`config.mk`:
```
export PLATFORM = sky130hd
export DESIGN_NAME = slave_status_led_encoder
export DESIGN_NICKNAME = d
export VERILOG_FILES = /design/src/led_pkg.sv /design/src/slave_status_led_encoder.sv
export SDC_FILE = /design/constraint.sdc
export NUM_CORES = 1
export LEC_CHECK = 0
export BUFFER_PORTS_ARGS = -buffer_cell sky130_fd_sc_hd__buf_2
export CORE_MARGIN = 10
export CORE_UTILIZATION = 60
export CTS_CLUSTER_DIAMETER = 80
export DETAILED_ROUTE_END_ITERATION = 7
export PLACE_DENSITY = 0.86
export SYNTH_ARGS = -nofsm -noshare
export SYNTH_HDL_FRONTEND = slang
export SYNTH_SLANG_ARGS = --single-unit
export TNS_END_PERCENT = 1
```
`constraint.sdc`:
```
create_clock -name clk -period 4.4 [get_ports clk]
set_clock_uncertainty 0.2 [all_clocks]
set_input_delay 0.88 -clock clk [delete_from_list [all_inputs] [get_ports clk]]
set_output_delay 0.88 -clock clk [all_outputs]
set_load 0.005 [all_outputs]
```
`src/led_pkg.sv`:
```
/*
 * Shared definitions for the slave status LED encoder: stack status and
 * APB request carriers, LED pattern codes, register map and pattern timing.
 * Assumes a single 125 MHz system clock; all times are in milliseconds.
 */
package led_pkg;

   // slave state machine as reported by the protocol stack
   typedef enum logic [1:0] {ST_INIT, ST_PREOP, ST_SAFEOP, ST_OP} slave_e;

   // what one LED half is showing
   typedef enum logic [2:0] {PAT_OFF, PAT_ON, PAT_BLINK, PAT_SINGLE, PAT_DOUBLE} pattern_e;

   typedef struct packed {
      slave_e state;
      logic   cfgErr;   // general configuration error
      logic   localErr; // state changed by the application on its own
      logic   wdErr;    // process data watchdog timeout
   } stack_s;

   localparam int ADDR_W = 12;

   typedef struct packed {
      logic              psel;
      logic              penable;
      logic              pwrite;
      logic [ADDR_W-1:0] paddr;
      logic [31:0]       pwdata;
   } apb_req_s;

   // register map
   localparam logic [ADDR_W-1:0] CTRL_ADDR   = 12'h000;
   localparam logic [ADDR_W-1:0] STATUS_ADDR = 12'h004;
   localparam int CTRL_EN_BIT   = 0;
   localparam logic CTRL_EN_RESET = 1'b1;
   localparam int STAT_GREEN    = 0;
   localparam int STAT_RED      = 1;
   localparam int STAT_LA_LO    = 2;
   localparam int STAT_STATE_LO = 4;
   localparam int STAT_ERR_LO   = 6;

   // timing
   localparam int CLK_HZ      = 125_000_000;
   localparam int MS_PER_S    = 1000;
   localparam int TICK_CYCLES = CLK_HZ / MS_PER_S;
   localparam int FLASH_MS    = 200;
   localparam int LONG_OFF_MS = 1000;
   localparam int FLICK_MS    = 50;
   localparam int BLINK_PERIOD_MS  = 2 * FLASH_MS;
   localparam int SINGLE_PERIOD_MS = FLASH_MS + LONG_OFF_MS;
   localparam int DOUBLE_PERIOD_MS = 3 * FLASH_MS + LONG_OFF_MS;
   localparam int MS_W = 11;
   localparam int PORTS = 2;

endpackage : led_pkg

```
`src/slave_status_led_encoder.sv`:
```
/*
 * Slave status LED encoder: turns the slave state, its error flags and the
 * port link/activity indications into duo communication LED and port LED
 * drive, with a small APB register file for enable and status readback.
 * Assumes all inputs are synchronous to clk; LED outputs are active high.
 */
// Decided for this implementation: register access over APB and the register addresses.
`timescale 1ns/1ps

module slave_status_led_encoder #(
   parameter int TICK_CYCLES = led_pkg::TICK_CYCLES,
   parameter int PORTS       = led_pkg::PORTS
) (
   input  wire logic              clk,
   input  wire logic              rst,
   input  wire led_pkg::stack_s   stack,
   input  wire logic [PORTS-1:0]  linkUp,
   input  wire logic [PORTS-1:0]  frameAct,
   input  wire led_pkg::apb_req_s apbReq,
   output logic [31:0]            prdata,
   output logic                   pready,
   output logic                   pslverr,
   output logic                   greenLed,
   output logic                   redLed,
   output logic [PORTS-1:0]       linkActLed,
   output logic [PORTS-1:0]       yellowLed
);

   localparam int TICK_W = $clog2(TICK_CYCLES + 1);
   localparam int FL_W   = $clog2(led_pkg::FLICK_MS + 1);
   localparam logic [TICK_W-1:0] TICK_LAST = TICK_W'(TICK_CYCLES - 1);
   localparam logic [led_pkg::MS_W-1:0] FLASH_END  = led_pkg::MS_W'(led_pkg::FLASH_MS);
   localparam logic [led_pkg::MS_W-1:0] FLASH2_BEG = led_pkg::MS_W'(2 * led_pkg::FLASH_MS);
   localparam logic [led_pkg::MS_W-1:0] FLASH2_END = led_pkg::MS_W'(3 * led_pkg::FLASH_MS);
   localparam logic [led_pkg::MS_W-1:0] BLINK_LAST =
      led_pkg::MS_W'(led_pkg::BLINK_PERIOD_MS - 1);
   localparam logic [led_pkg::MS_W-1:0] SINGLE_LAST =
      led_pkg::MS_W'(led_pkg::SINGLE_PERIOD_MS - 1);
   localparam logic [led_pkg::MS_W-1:0] DOUBLE_LAST =
      led_pkg::MS_W'(led_pkg::DOUBLE_PERIOD_MS - 1);
   localparam logic [FL_W-1:0] FLICK_LAST = FL_W'(led_pkg::FLICK_MS - 1);

   typedef struct packed {
      logic [TICK_W-1:0]             tickCnt;
      logic [led_pkg::MS_W-1:0]      blinkMs;
      logic [led_pkg::MS_W-1:0]      singleMs;
      logic [led_pkg::MS_W-1:0]      doubleMs;
      logic [PORTS-1:0]              actBusy;
      logic [PORTS-1:0]              actLit;
      logic [PORTS-1:0]              actPend;
      logic [PORTS-1:0][FL_W-1:0]    actMs;
      logic                          ctrlEn;
      logic [31:0]                   rdData;
      logic                          green;
      logic                          red;
      logic [PORTS-1:0]              linkAct;
   } state_s;

   state_s st;
   state_s next_st;
   logic   tick;
   logic   apbSetup;
   logic   apbAccess;
   logic   addrHit;
   led_pkg::pattern_e greenPat;
   led_pkg::pattern_e redPat;

   // whether a pattern is in a lit phase; each flashing pattern has its own ms counter, shared by both halves
   function automatic logic patLit(input led_pkg::pattern_e pat, input state_s s);
      logic lit;
      lit = 1'b0;
      unique case (pat)
         led_pkg::PAT_OFF:    lit = 1'b0;
         led_pkg::PAT_ON:     lit = 1'b1;
         led_pkg::PAT_BLINK:  lit = s.blinkMs < FLASH_END;
         led_pkg::PAT_SINGLE: lit = s.singleMs < FLASH_END;
         led_pkg::PAT_DOUBLE: lit = (s.doubleMs < FLASH_END) ||
                                    (s.doubleMs >= FLASH2_BEG && s.doubleMs < FLASH2_END);
         default:             lit = 1'b0;
      endcase
      return lit;
   endfunction : patLit

   function automatic logic isKnownAddr(input logic [led_pkg::ADDR_W-1:0] a);
      return (a == led_pkg::CTRL_ADDR) || (a == led_pkg::STATUS_ADDR);
   endfunction : isKnownAddr

   // bus phase decode; zero-wait access, read data latched in setup
   assign apbSetup  = apbReq.psel && !apbReq.penable;
   assign apbAccess = apbReq.psel && apbReq.penable;
   assign addrHit   = isKnownAddr(apbReq.paddr);
   assign pready    = apbAccess;
   assign pslverr   = apbAccess && !addrHit;
   assign tick      = st.tickCnt == TICK_LAST;

   // green follows the slave state, forced to single flash on cable loss outside INIT
   always_comb begin
      unique case (stack.state)
         led_pkg::ST_INIT:   greenPat = led_pkg::PAT_OFF;
         led_pkg::ST_PREOP:  greenPat = led_pkg::PAT_BLINK;
         led_pkg::ST_SAFEOP: greenPat = led_pkg::PAT_SINGLE;
         led_pkg::ST_OP:     greenPat = led_pkg::PAT_ON;
      endcase
      if (stack.state != led_pkg::ST_INIT && linkUp == '0) begin
         greenPat = led_pkg::PAT_SINGLE;
      end
   end

   // red chosen from error flags, most severe first; INIT keeps it dark
   always_comb begin
      redPat = led_pkg::PAT_OFF;
      if (stack.state == led_pkg::ST_INIT) begin
         redPat = led_pkg::PAT_OFF;
      end else if (stack.wdErr || linkUp == '0) begin
         redPat = led_pkg::PAT_DOUBLE;
      end else if (stack.localErr) begin
         redPat = led_pkg::PAT_SINGLE;
      end else if (stack.cfgErr) begin
         redPat = led_pkg::PAT_BLINK;
      end
   end

   // next-state logic for counters, activity stretchers, registers, LEDs
   always_comb begin
      next_st = st;

      // one ms tick drives every pattern counter so they stay aligned
      next_st.tickCnt = tick ? '0 : st.tickCnt + TICK_W'(1);
      if (tick) begin
         next_st.blinkMs  = (st.blinkMs == BLINK_LAST) ? '0
                            : st.blinkMs + led_pkg::MS_W'(1);
         next_st.singleMs = (st.singleMs == SINGLE_LAST) ? '0
                            : st.singleMs + led_pkg::MS_W'(1);
         next_st.doubleMs = (st.doubleMs == DOUBLE_LAST) ? '0
                            : st.doubleMs + led_pkg::MS_W'(1);
      end

      // per port: a frame starts a dark then lit 50 ms pair; frames
      // arriving meanwhile queue one more pair so traffic keeps flashing
      for (int p = 0; p < PORTS; p++) begin
         if (!linkUp[p]) begin
            next_st.actBusy[p] = 1'b0;
            next_st.actPend[p] = 1'b0;
            next_st.actLit[p]  = 1'b0;
            next_st.actMs[p]   = '0;
         end else begin
            if (st.actBusy[p] && tick) begin
               next_st.actMs[p] = st.actMs[p] + FL_W'(1);
               if (st.actMs[p] == FLICK_LAST) begin
                  next_st.actMs[p] = '0;
                  if (!st.actLit[p]) begin
                     next_st.actLit[p] = 1'b1;
                  end else begin
                     next_st.actLit[p]  = 1'b0;
                     next_st.actBusy[p] = st.actPend[p];
                     next_st.actPend[p] = 1'b0;
                  end
               end
            end
            if (frameAct[p]) begin
               // a new frame wins over the pending clear above
               // a pair ending this cycle with none queued lets the frame start a fresh one
               if (!next_st.actBusy[p]) begin
                  next_st.actBusy[p] = 1'b1;
                  next_st.actLit[p]  = 1'b0;
                  next_st.actMs[p]   = '0;
                  next_st.actPend[p] = 1'b0;
               end else begin
                  next_st.actPend[p] = 1'b1;
               end
            end
         end
         // steady with link, dark during the dark half of a flash
         next_st.linkAct[p] = st.ctrlEn && linkUp[p]
                              && (!st.actBusy[p] || st.actLit[p]);
      end

      // each half evaluated on its own so both can show at once
      next_st.green = st.ctrlEn && patLit(greenPat, st);
      next_st.red   = st.ctrlEn && patLit(redPat, st);

      // register writes take effect at the access edge
      if (apbAccess && apbReq.pwrite && apbReq.paddr == led_pkg::CTRL_ADDR) begin
         next_st.ctrlEn = apbReq.pwdata[led_pkg::CTRL_EN_BIT];
      end

      // read data captured in setup so it comes from a flop in access
      if (apbSetup) begin
         next_st.rdData = '0;
         if (apbReq.paddr == led_pkg::CTRL_ADDR) begin
            next_st.rdData[led_pkg::CTRL_EN_BIT] = st.ctrlEn;
         end else if (apbReq.paddr == led_pkg::STATUS_ADDR) begin
            next_st.rdData[led_pkg::STAT_GREEN] = st.green;
            next_st.rdData[led_pkg::STAT_RED]   = st.red;
            next_st.rdData[led_pkg::STAT_LA_LO +: PORTS] = st.linkAct;
            next_st.rdData[led_pkg::STAT_STATE_LO +: 2]  = stack.state;
            next_st.rdData[led_pkg::STAT_ERR_LO +: 3] =
               {stack.wdErr, stack.localErr, stack.cfgErr};
         end
      end
   end

   // state register; synchronous reset to all dark, LEDs enabled
   always_ff @(posedge clk) begin
      if (rst) begin
         st        <= '0;
         st.ctrlEn <= led_pkg::CTRL_EN_RESET;
      end else begin
         st <= next_st;
      end
   end

   // outputs straight from flops; yellow LEDs unused in this mode
   assign prdata     = st.rdData;
   assign greenLed   = st.green;
   assign redLed     = st.red;
   assign linkActLed = st.linkAct;
   assign yellowLed  = '0;

endmodule : slave_status_led_encoder

```
==> results.cfg, run 1 <==
[run_status]
status = finished, final reports clean

[critical_path]
crit-reg2reg-launch = st[88]
end_kind = primary output
path_common_cell = buf_2
cp_cell_sequence = buf_2, nor4_1, and3_1, nor2b_1, buf_2
worstSetupStartpoint = apbReq[33]
slowest_stage = nor4_1
worstSetupStartpointType = input pin
max_stage_delay_ns = 0.40
crit_type = in2out
cp.required_ns = 3.32
cp_num_buf_inv = 2
worstPathMaxFanout = 3
cp.arrival_ns = 1.86
path_delay_family = simple AND/OR/NAND/NOR gates

[clock_tree]
clk_path_buf_depth = 2
ctsResizeCount = 0
cts_hold_buf = 0
cts_tree = yes
clkSlewWorstSetupHoldPaths_ns = 0.09
cts_made_buffers = 9
post-cts-setup-buffers = 0
cts_max_level = 3
root_buffer = clkbuf_8
clkLatencyLatePin_ns = 0.37
cts_sinks = 82

[synthesis]
synth_cell_types = 65
yosysTopAreaCell = dfxtp_1
yosysSeqAreaShare = 0.340
syn_inst = 588
synth_top_flop_cell = dfxtp_1
yosysTopAreaCellShare = 0.340
ys_async_sr_fraction = 0
synth_area_sq_um = 4830
syn_area_per_cell_sq_um = 8.21
ys_ff_latch = 82
synth_edf_count = 0
yosys_warnings = 0
synthTopCellsByArea = dfxtp_1 (34%), buf_4 (5.6%), nand3_1 (3.4%), nor2_1 (3.4%), ha_1 (3.1%)

[finish]
multiInputGateArea_sq_um = 2790
ff_latch_area_sq_um = 1640
drive_gt1_frac = 0.134
fillers = 644
fin_cells = 708
area.growth.synth_to_final_pct = 4.85
antenna_cells = 0
final_common_cell = dfxtp_1
nets = 671
layout_common_cells = dfxtp_1 (82), nor2_1 (44), buf_2 (41)

[timing]
fin_crit_sh = 0.667
layout_setup_ws_ns = 1.46
maxSlewViolCount = 0
fmax_mhz = 341
finalHoldViolations = 0
worst_pin_slew_ns = 0.886
slew_headroom = 0.410
rsz0062_at_grt = no
finalSetupViolations = 0
post-route-min-period_ns = 2.94
tns_ns = 0

[pwr]
p_comb_frac = 0.056
p_seq_frac = 0.541
power.leakage_uw = 0.00175
peakVddDrop_v = 0.000139
power.density_nw_per_um2 = 277
clkPwrFrac = 0.403
switching_share = 0.253
p_switching_uw = 354
power.internal_uw = 1050

[place]
dp_slack_ns = 1.47
dpl.hpwl_um = 8040
io_buffers = 41
gp_congestion = 0.875
dp_cells = 692

[floorplan]
core_sq_um = 7770
die_w_um = 110
die_h_um = 110
pin_count = 98
start_util = 0.622
row_count = 32
dieArea_sq_um = 12000

[global_route]
antenna_found_initial = 0
grt_pass1_wl_um = 18900
grt_overflow = 0
track_usage = 0.190
first_global_vias = 4260
grt_max_degree = 49

[routing]
first_iter_violations = 382
drt-pass1-iter-count = 5
postRouteAntennaNets = 0
drc_errors = 0
vias = 4496
wirelength_um = 11600
post_drt_wl_per_cell_um = 16.3
vias_per_cell = 6.35

[hold_path]
hp-class = reg2reg
min_from = st[88]

[job]
maxCapViolations = 0
-- final timing paths --
| check | cells after the start | slack, ns | endpoint |
|---|---|---|---|
| worst max-delay path | 5 | 1.46 | pslverr |
| worst min-delay path | 1 | 0.28 | st[88] |
| worst max register to register | 5 | 1.56 | st[75] |
| worst min register to register | 1 | 0.28 | st[88] |
-- Yosys cell counts, types with 6 or more instances --
| cell | n |
|---|---|
| o31ai_1 | 14 |
| nand2b_1 | 6 |
| o32ai_1 | 6 |
| nor2b_1 | 8 |
| ha_1 | 12 |
| or2_2 | 7 |
| xor2_1 | 8 |
| nor3_1 | 14 |
| buf_2 | 6 |
| nand3_1 | 33 |
| buf_4 | 36 |
| a211oi_1 | 14 |
| a22oi_1 | 9 |
| nor2_1 | 44 |
| and4_1 | 10 |
| nand2_1 | 37 |
| o21ai_0 | 17 |
| nand4_1 | 22 |
| a21oi_1 | 29 |
| and2_1 | 7 |
| and3_1 | 14 |
| or4_1 | 13 |
| nor4_1 | 10 |
| dfxtp_1 | 82 |
| inv_1 | 24 |
| clkbuf_1 | 17 |
| or3_1 | 10 |
-- final cells by class --
| cell class | count | share of cell area |
|---|---|---|
| multi-input combinational | 441 | 0.550 |
| sequential | 82 | 0.324 |
| timing repair buffer | 42 | 0.0420 |
| tap | 102 | 0.0252 |
| clock buffer | 9 | 0.0245 |
| inverter | 25 | 0.0185 |
| clock inverter | 7 | 0.0153 |
-- power by group through the flow --
stage                     clock network, uW  registers [uW]  logic [uW]
final                                   565             757        78.5
after CTS                               568             757        76.9
after global routing                    602             759        88.1
after floorplan                           0             772        65.3
after global placement                    0             773        72.7
after detailed placement                  0             774        76.3
-- state kept, by name, indices dropped and copies added, names as in the netlist --
signal	count
redLed	1
st	69
greenLed	1
linkActLed	2
prdata	9
-- cells by family (layout without fill, tap and decap cells) --
kind of cell,count (synthesis),after routing,share of synthesized area
AND/OR/NAND/NOR,259,259,0.309
AO/OA/AOI/OAI,130,130,0.189
buffers and inverters,89,83,0.102
flip-flops,82,82,0.340
adder cells (fa/ha/maj),12,12,0.0311
XOR/XNOR,11,11,0.0200
multiplexers,4,4,0.00855
other,1,25,0.000777
-- per-layer routing --
| layer | GRT usage | vias to the layer above | wire length (um) |
|---|---|---|---|
| met1 | 0.227 | 2084 | 4830 |
| met4 | 0.0669 | 0 | 184 |
| met3 | 0.0597 | 23 | 1160 |
| met2 | 0.315 | 214 | 5390 |
| met5 | 0 | - | 0 |
| li1 | - | 2175 | - |
-- metrics by stage --
| step | hold WS (ns) | util | cell area, sq um | power [uW] |
|---|---|---|---|---|
| after floorplan | 0.226 | - | 4920 | 837 |
| after global placement | 0.240 | 0.626 | 4860 | 846 |
| after detailed placement | 0.254 | 0.626 | 4860 | 851 |
| after CTS | 0.275 | 0.652 | 5060 | 1400 |
| after global routing | 0.305 | 0.652 | 5060 | 1450 |
| final | 0.283 | 0.652 | 5060 | 1400 |
Power figures use the tool's default switching activity.
==> run 2: changes to the inputs <==
--- a/config.mk
+++ b/config.mk
@@ -5,12 +5,13 @@
 export SDC_FILE = /design/constraint.sdc
 export NUM_CORES = 1
 export LEC_CHECK = 0
+export ABC_AREA = 1
 export BUFFER_PORTS_ARGS = -buffer_cell sky130_fd_sc_hd__buf_2
 export CORE_MARGIN = 10
-export CORE_UTILIZATION = 60
+export CORE_UTILIZATION = 55
 export CTS_CLUSTER_DIAMETER = 80
 export DETAILED_ROUTE_END_ITERATION = 7
-export PLACE_DENSITY = 0.86
+export PLACE_DENSITY = 0.8
 export SYNTH_ARGS = -nofsm -noshare
 export SYNTH_HDL_FRONTEND = slang
 export SYNTH_SLANG_ARGS = --single-unit
==> constraint.sdc (replaced) <==
create_clock -name clk -period 2.8 [get_ports clk]
set_clock_uncertainty 0.2 [all_clocks]
set_input_delay 0.56 -clock clk [delete_from_list [all_inputs] [get_ports clk]]
set_output_delay 0.56 -clock clk [all_outputs]
set_load 0.005 [all_outputs]
==> run 2 against run 1 <==
Sequential share of layout area down 0.49 points. Synthesized cell count up 21%. Register-to-register slack worse by 0.95 ns. Wire length down 9.0%. Hold slack worse by 0.036 ns. Global-route usage down 2.9 points. Total power up 57%.
==> results.cfg, run 2 <==
[floorplan]
row_count = 33
core_sq_um = 8340
start_util = 0.574
dieArea_sq_um = 12800
die_w_um = 113
die_h_um = 113
pin_count = 98

[clock_tree]
root_buffer = clkbuf_8
clk_path_buf_depth = 2
ctsResizeCount = 0
cts_hold_buf = 0
clkSlewWorstSetupHoldPaths_ns = 0.08
post-cts-setup-buffers = 0
clkLatencyLatePin_ns = 0.34
cts_tree = yes
cts_made_buffers = 9
cts_max_level = 3
cts_sinks = 82

[critical_path]
worstPathMaxFanout = 10
worstSetupStartpointType = input pin
cp_cell_sequence = buf_2, nor2_1, nand2_1, nor2_1, and3_1, nor3_1, buf_2
worstSetupStartpoint = apbReq[41]
slowest_stage = and3_1
cp_num_buf_inv = 2
max_stage_delay_ns = 0.37
rr_endpoint = st[82]
crit_type = in2out
path_delay_family = simple AND/OR/NAND/NOR gates
end_kind = primary output
r2r_setup_slack_ns = 0.61
cp.required_ns = 2.04
rr_worst_depth = 11
cp.arrival_ns = 1.52
crit-reg2reg-launch = st[88]

[routing]
drc_errors = 0
drt-pass1-iter-count = 5
vias = 4419
vias_per_cell = 5.14
post_drt_wl_per_cell_um = 12.2
first_iter_violations = 310
postRouteAntennaNets = 0
wirelength_um = 10500

[hold_path]
min_to = st[88]
hp-class = reg2reg
whs_path_depth = 1
min_from = st[88]

[place]
io_buffers = 41
gp_congestion = 0.898
dpl.hpwl_um = 8190
dpl-instance-area_sq_um = 4930

[finish]
finalCoreUtilization = 0.616
fillers = 794
drive_gt1_frac = 0.130
nets = 819
top_register = st
antenna_cells = 0
area.growth.synth_to_final_pct = 7.29
largest_register_ffs = 69
layout_common_cells = nand2_1 (149), nor2_1 (101), inv_1 (88)
final_common_cell = nand2_1
fin_area_sq_um = 5140

[pwr]
peakVddDrop_v = 0.000388
switching_share = 0.232
clkPwrFrac = 0.398
power.internal_uw = 1690
p_seq_frac = 0.542
power.leakage_uw = 0.00221
p_switching_uw = 512
power.density_nw_per_um2 = 429
p_comb_frac = 0.060
power_uw = 2200

[global_route]
grt_overflow = 0
grt_pass1_wl_um = 18000
track_usage = 0.160
grt_max_degree = 19
first_global_vias = 4247
antenna_found_initial = 0

[synthesis]
yosysTopAreaCell = dfxtp_1
yosysSeqAreaShare = 0.343
yosys_warnings = 0
synth_cell_types = 40
synth_top_flop_cell = dfxtp_1
synth_edf_count = 0
yosysTopAreaCellShare = 0.343
synth_area_sq_um = 4790
ys_ff_latch = 82
synthTopCellsByArea = dfxtp_1 (34%), nand2_1 (12%), nor2_1 (7.9%), inv_1 (6.9%), buf_4 (5.8%)
ys_top_cells_by_count = nand2_1 (149), nor2_1 (101), inv_1 (88), dfxtp_1 (82), nand3_1 (44)
syn_area_per_cell_sq_um = 6.72
yosysMostFrequentCell = nand2_1
ys_async_sr_fraction = 0
syn_inst = 713

[timing]
tns_ns = 0
fin_crit_sh = 0.813
fmax_mhz = 439
finalSetupViolations = 0
maxSlewViolCount = 0
finalHoldViolations = 0
rsz0062_at_grt = no
whs_ns = 0.247
post-route-min-period_ns = 2.28

[run_status]
status = finished, final reports clean

[job]
maxCapViolations = 0
==> run 2: cell count changes after synthesis, moves of 12 or more <==
cell      delta
and3_1      -13
clkbuf_1    -12
inv_1       +64
nand2_1    +112
nor2_1      +57
o21ai_0     +18
o31ai_1     -14
or4_1       -13
==> run 2: worst max path at each step <==
stage                     endpoint  slack [ns]  cells after the start
after detailed placement   pslverr        0.53                      7
after CTS                  pslverr        0.52                      7
after global placement     pslverr        0.55                      7
final                      pslverr        0.52                      7
after global routing       pslverr        0.41                      7
after floorplan            pslverr        0.76                      6
==> run 2: worst register-to-register path, stage by stage, from the launching register on <==
cell and delay, ns:
dfxtp_1 0.35, ha_1 0.27, inv_2 0.05, nor2_2 0.11, nand2_2 0.08, nor2_4 0.16
nand2_4 0.12, buf_4 0.21, nor3_1 0.30, nand2_1 0.10, nand3_1 0.10, nor2_1 0.04
==> run 2: cell families (layout without fill, tap and decap cells) <==
group | count (synthesis) | count (layout) | synth area share
other cells | 1 | 25 | 0.000783
fa+ha+maj | 12 | 12 | 0.0313
xor+xnor | 14 | 14 | 0.0256
simple gates | 375 | 375 | 0.360
compound gates | 89 | 89 | 0.0987
flops | 82 | 82 | 0.343
buf+inv | 140 | 157 | 0.141
==> run 2: cell type report <==
class,instances,area (sq um),area share
multi-input combinational,515,2570,0.499
inverter,96,360,0.0701
timing repair buffer,45,235,0.0458
clock buffer,12,155,0.0302
sequential,82,1640,0.319
tap,105,131,0.0256
clock inverter,4,50.0,0.00974
==> run 2: through the flow <==
stage | instances | worst slack, ns
after detailed placement | 843 | 0.526
final | 859 | 0.523
after global routing | 859 | 0.413
after floorplan | 737 | 0.764
after CTS | 859 | 0.523
after global placement | 843 | 0.548
==> run 2: metal layers <==
| layer | global-route usage | part of all wire | wire length, um | up-vias |
|---|---|---|---|---|
| met5 | 0 | 0 | 0 | - |
| met4 | 0.0415 | 0.010 | 106 | 0 |
| met3 | 0.0317 | 0.041 | 435 | 11 |
| met2 | 0.295 | 0.50 | 5300 | 93 |
| met1 | 0.184 | 0.44 | 4680 | 2033 |
| li1 | - | - | - | 2282 |
==> run 2: power by group through the flow <==
| stage | Combinational, uW | Sequential [uW] | Clock [uW] |
|---|---|---|---|
| 6_report | 132 | 1190 | 878 |
| 5_1_grt | 151 | 1200 | 946 |
| 4_1_cts | 131 | 1190 | 900 |
| 3_5_place_dp | 130 | 1220 | 0 |
| 3_3_place_gp | 126 | 1220 | 0 |
| 2_1_floorplan | 111 | 1220 | 0 |
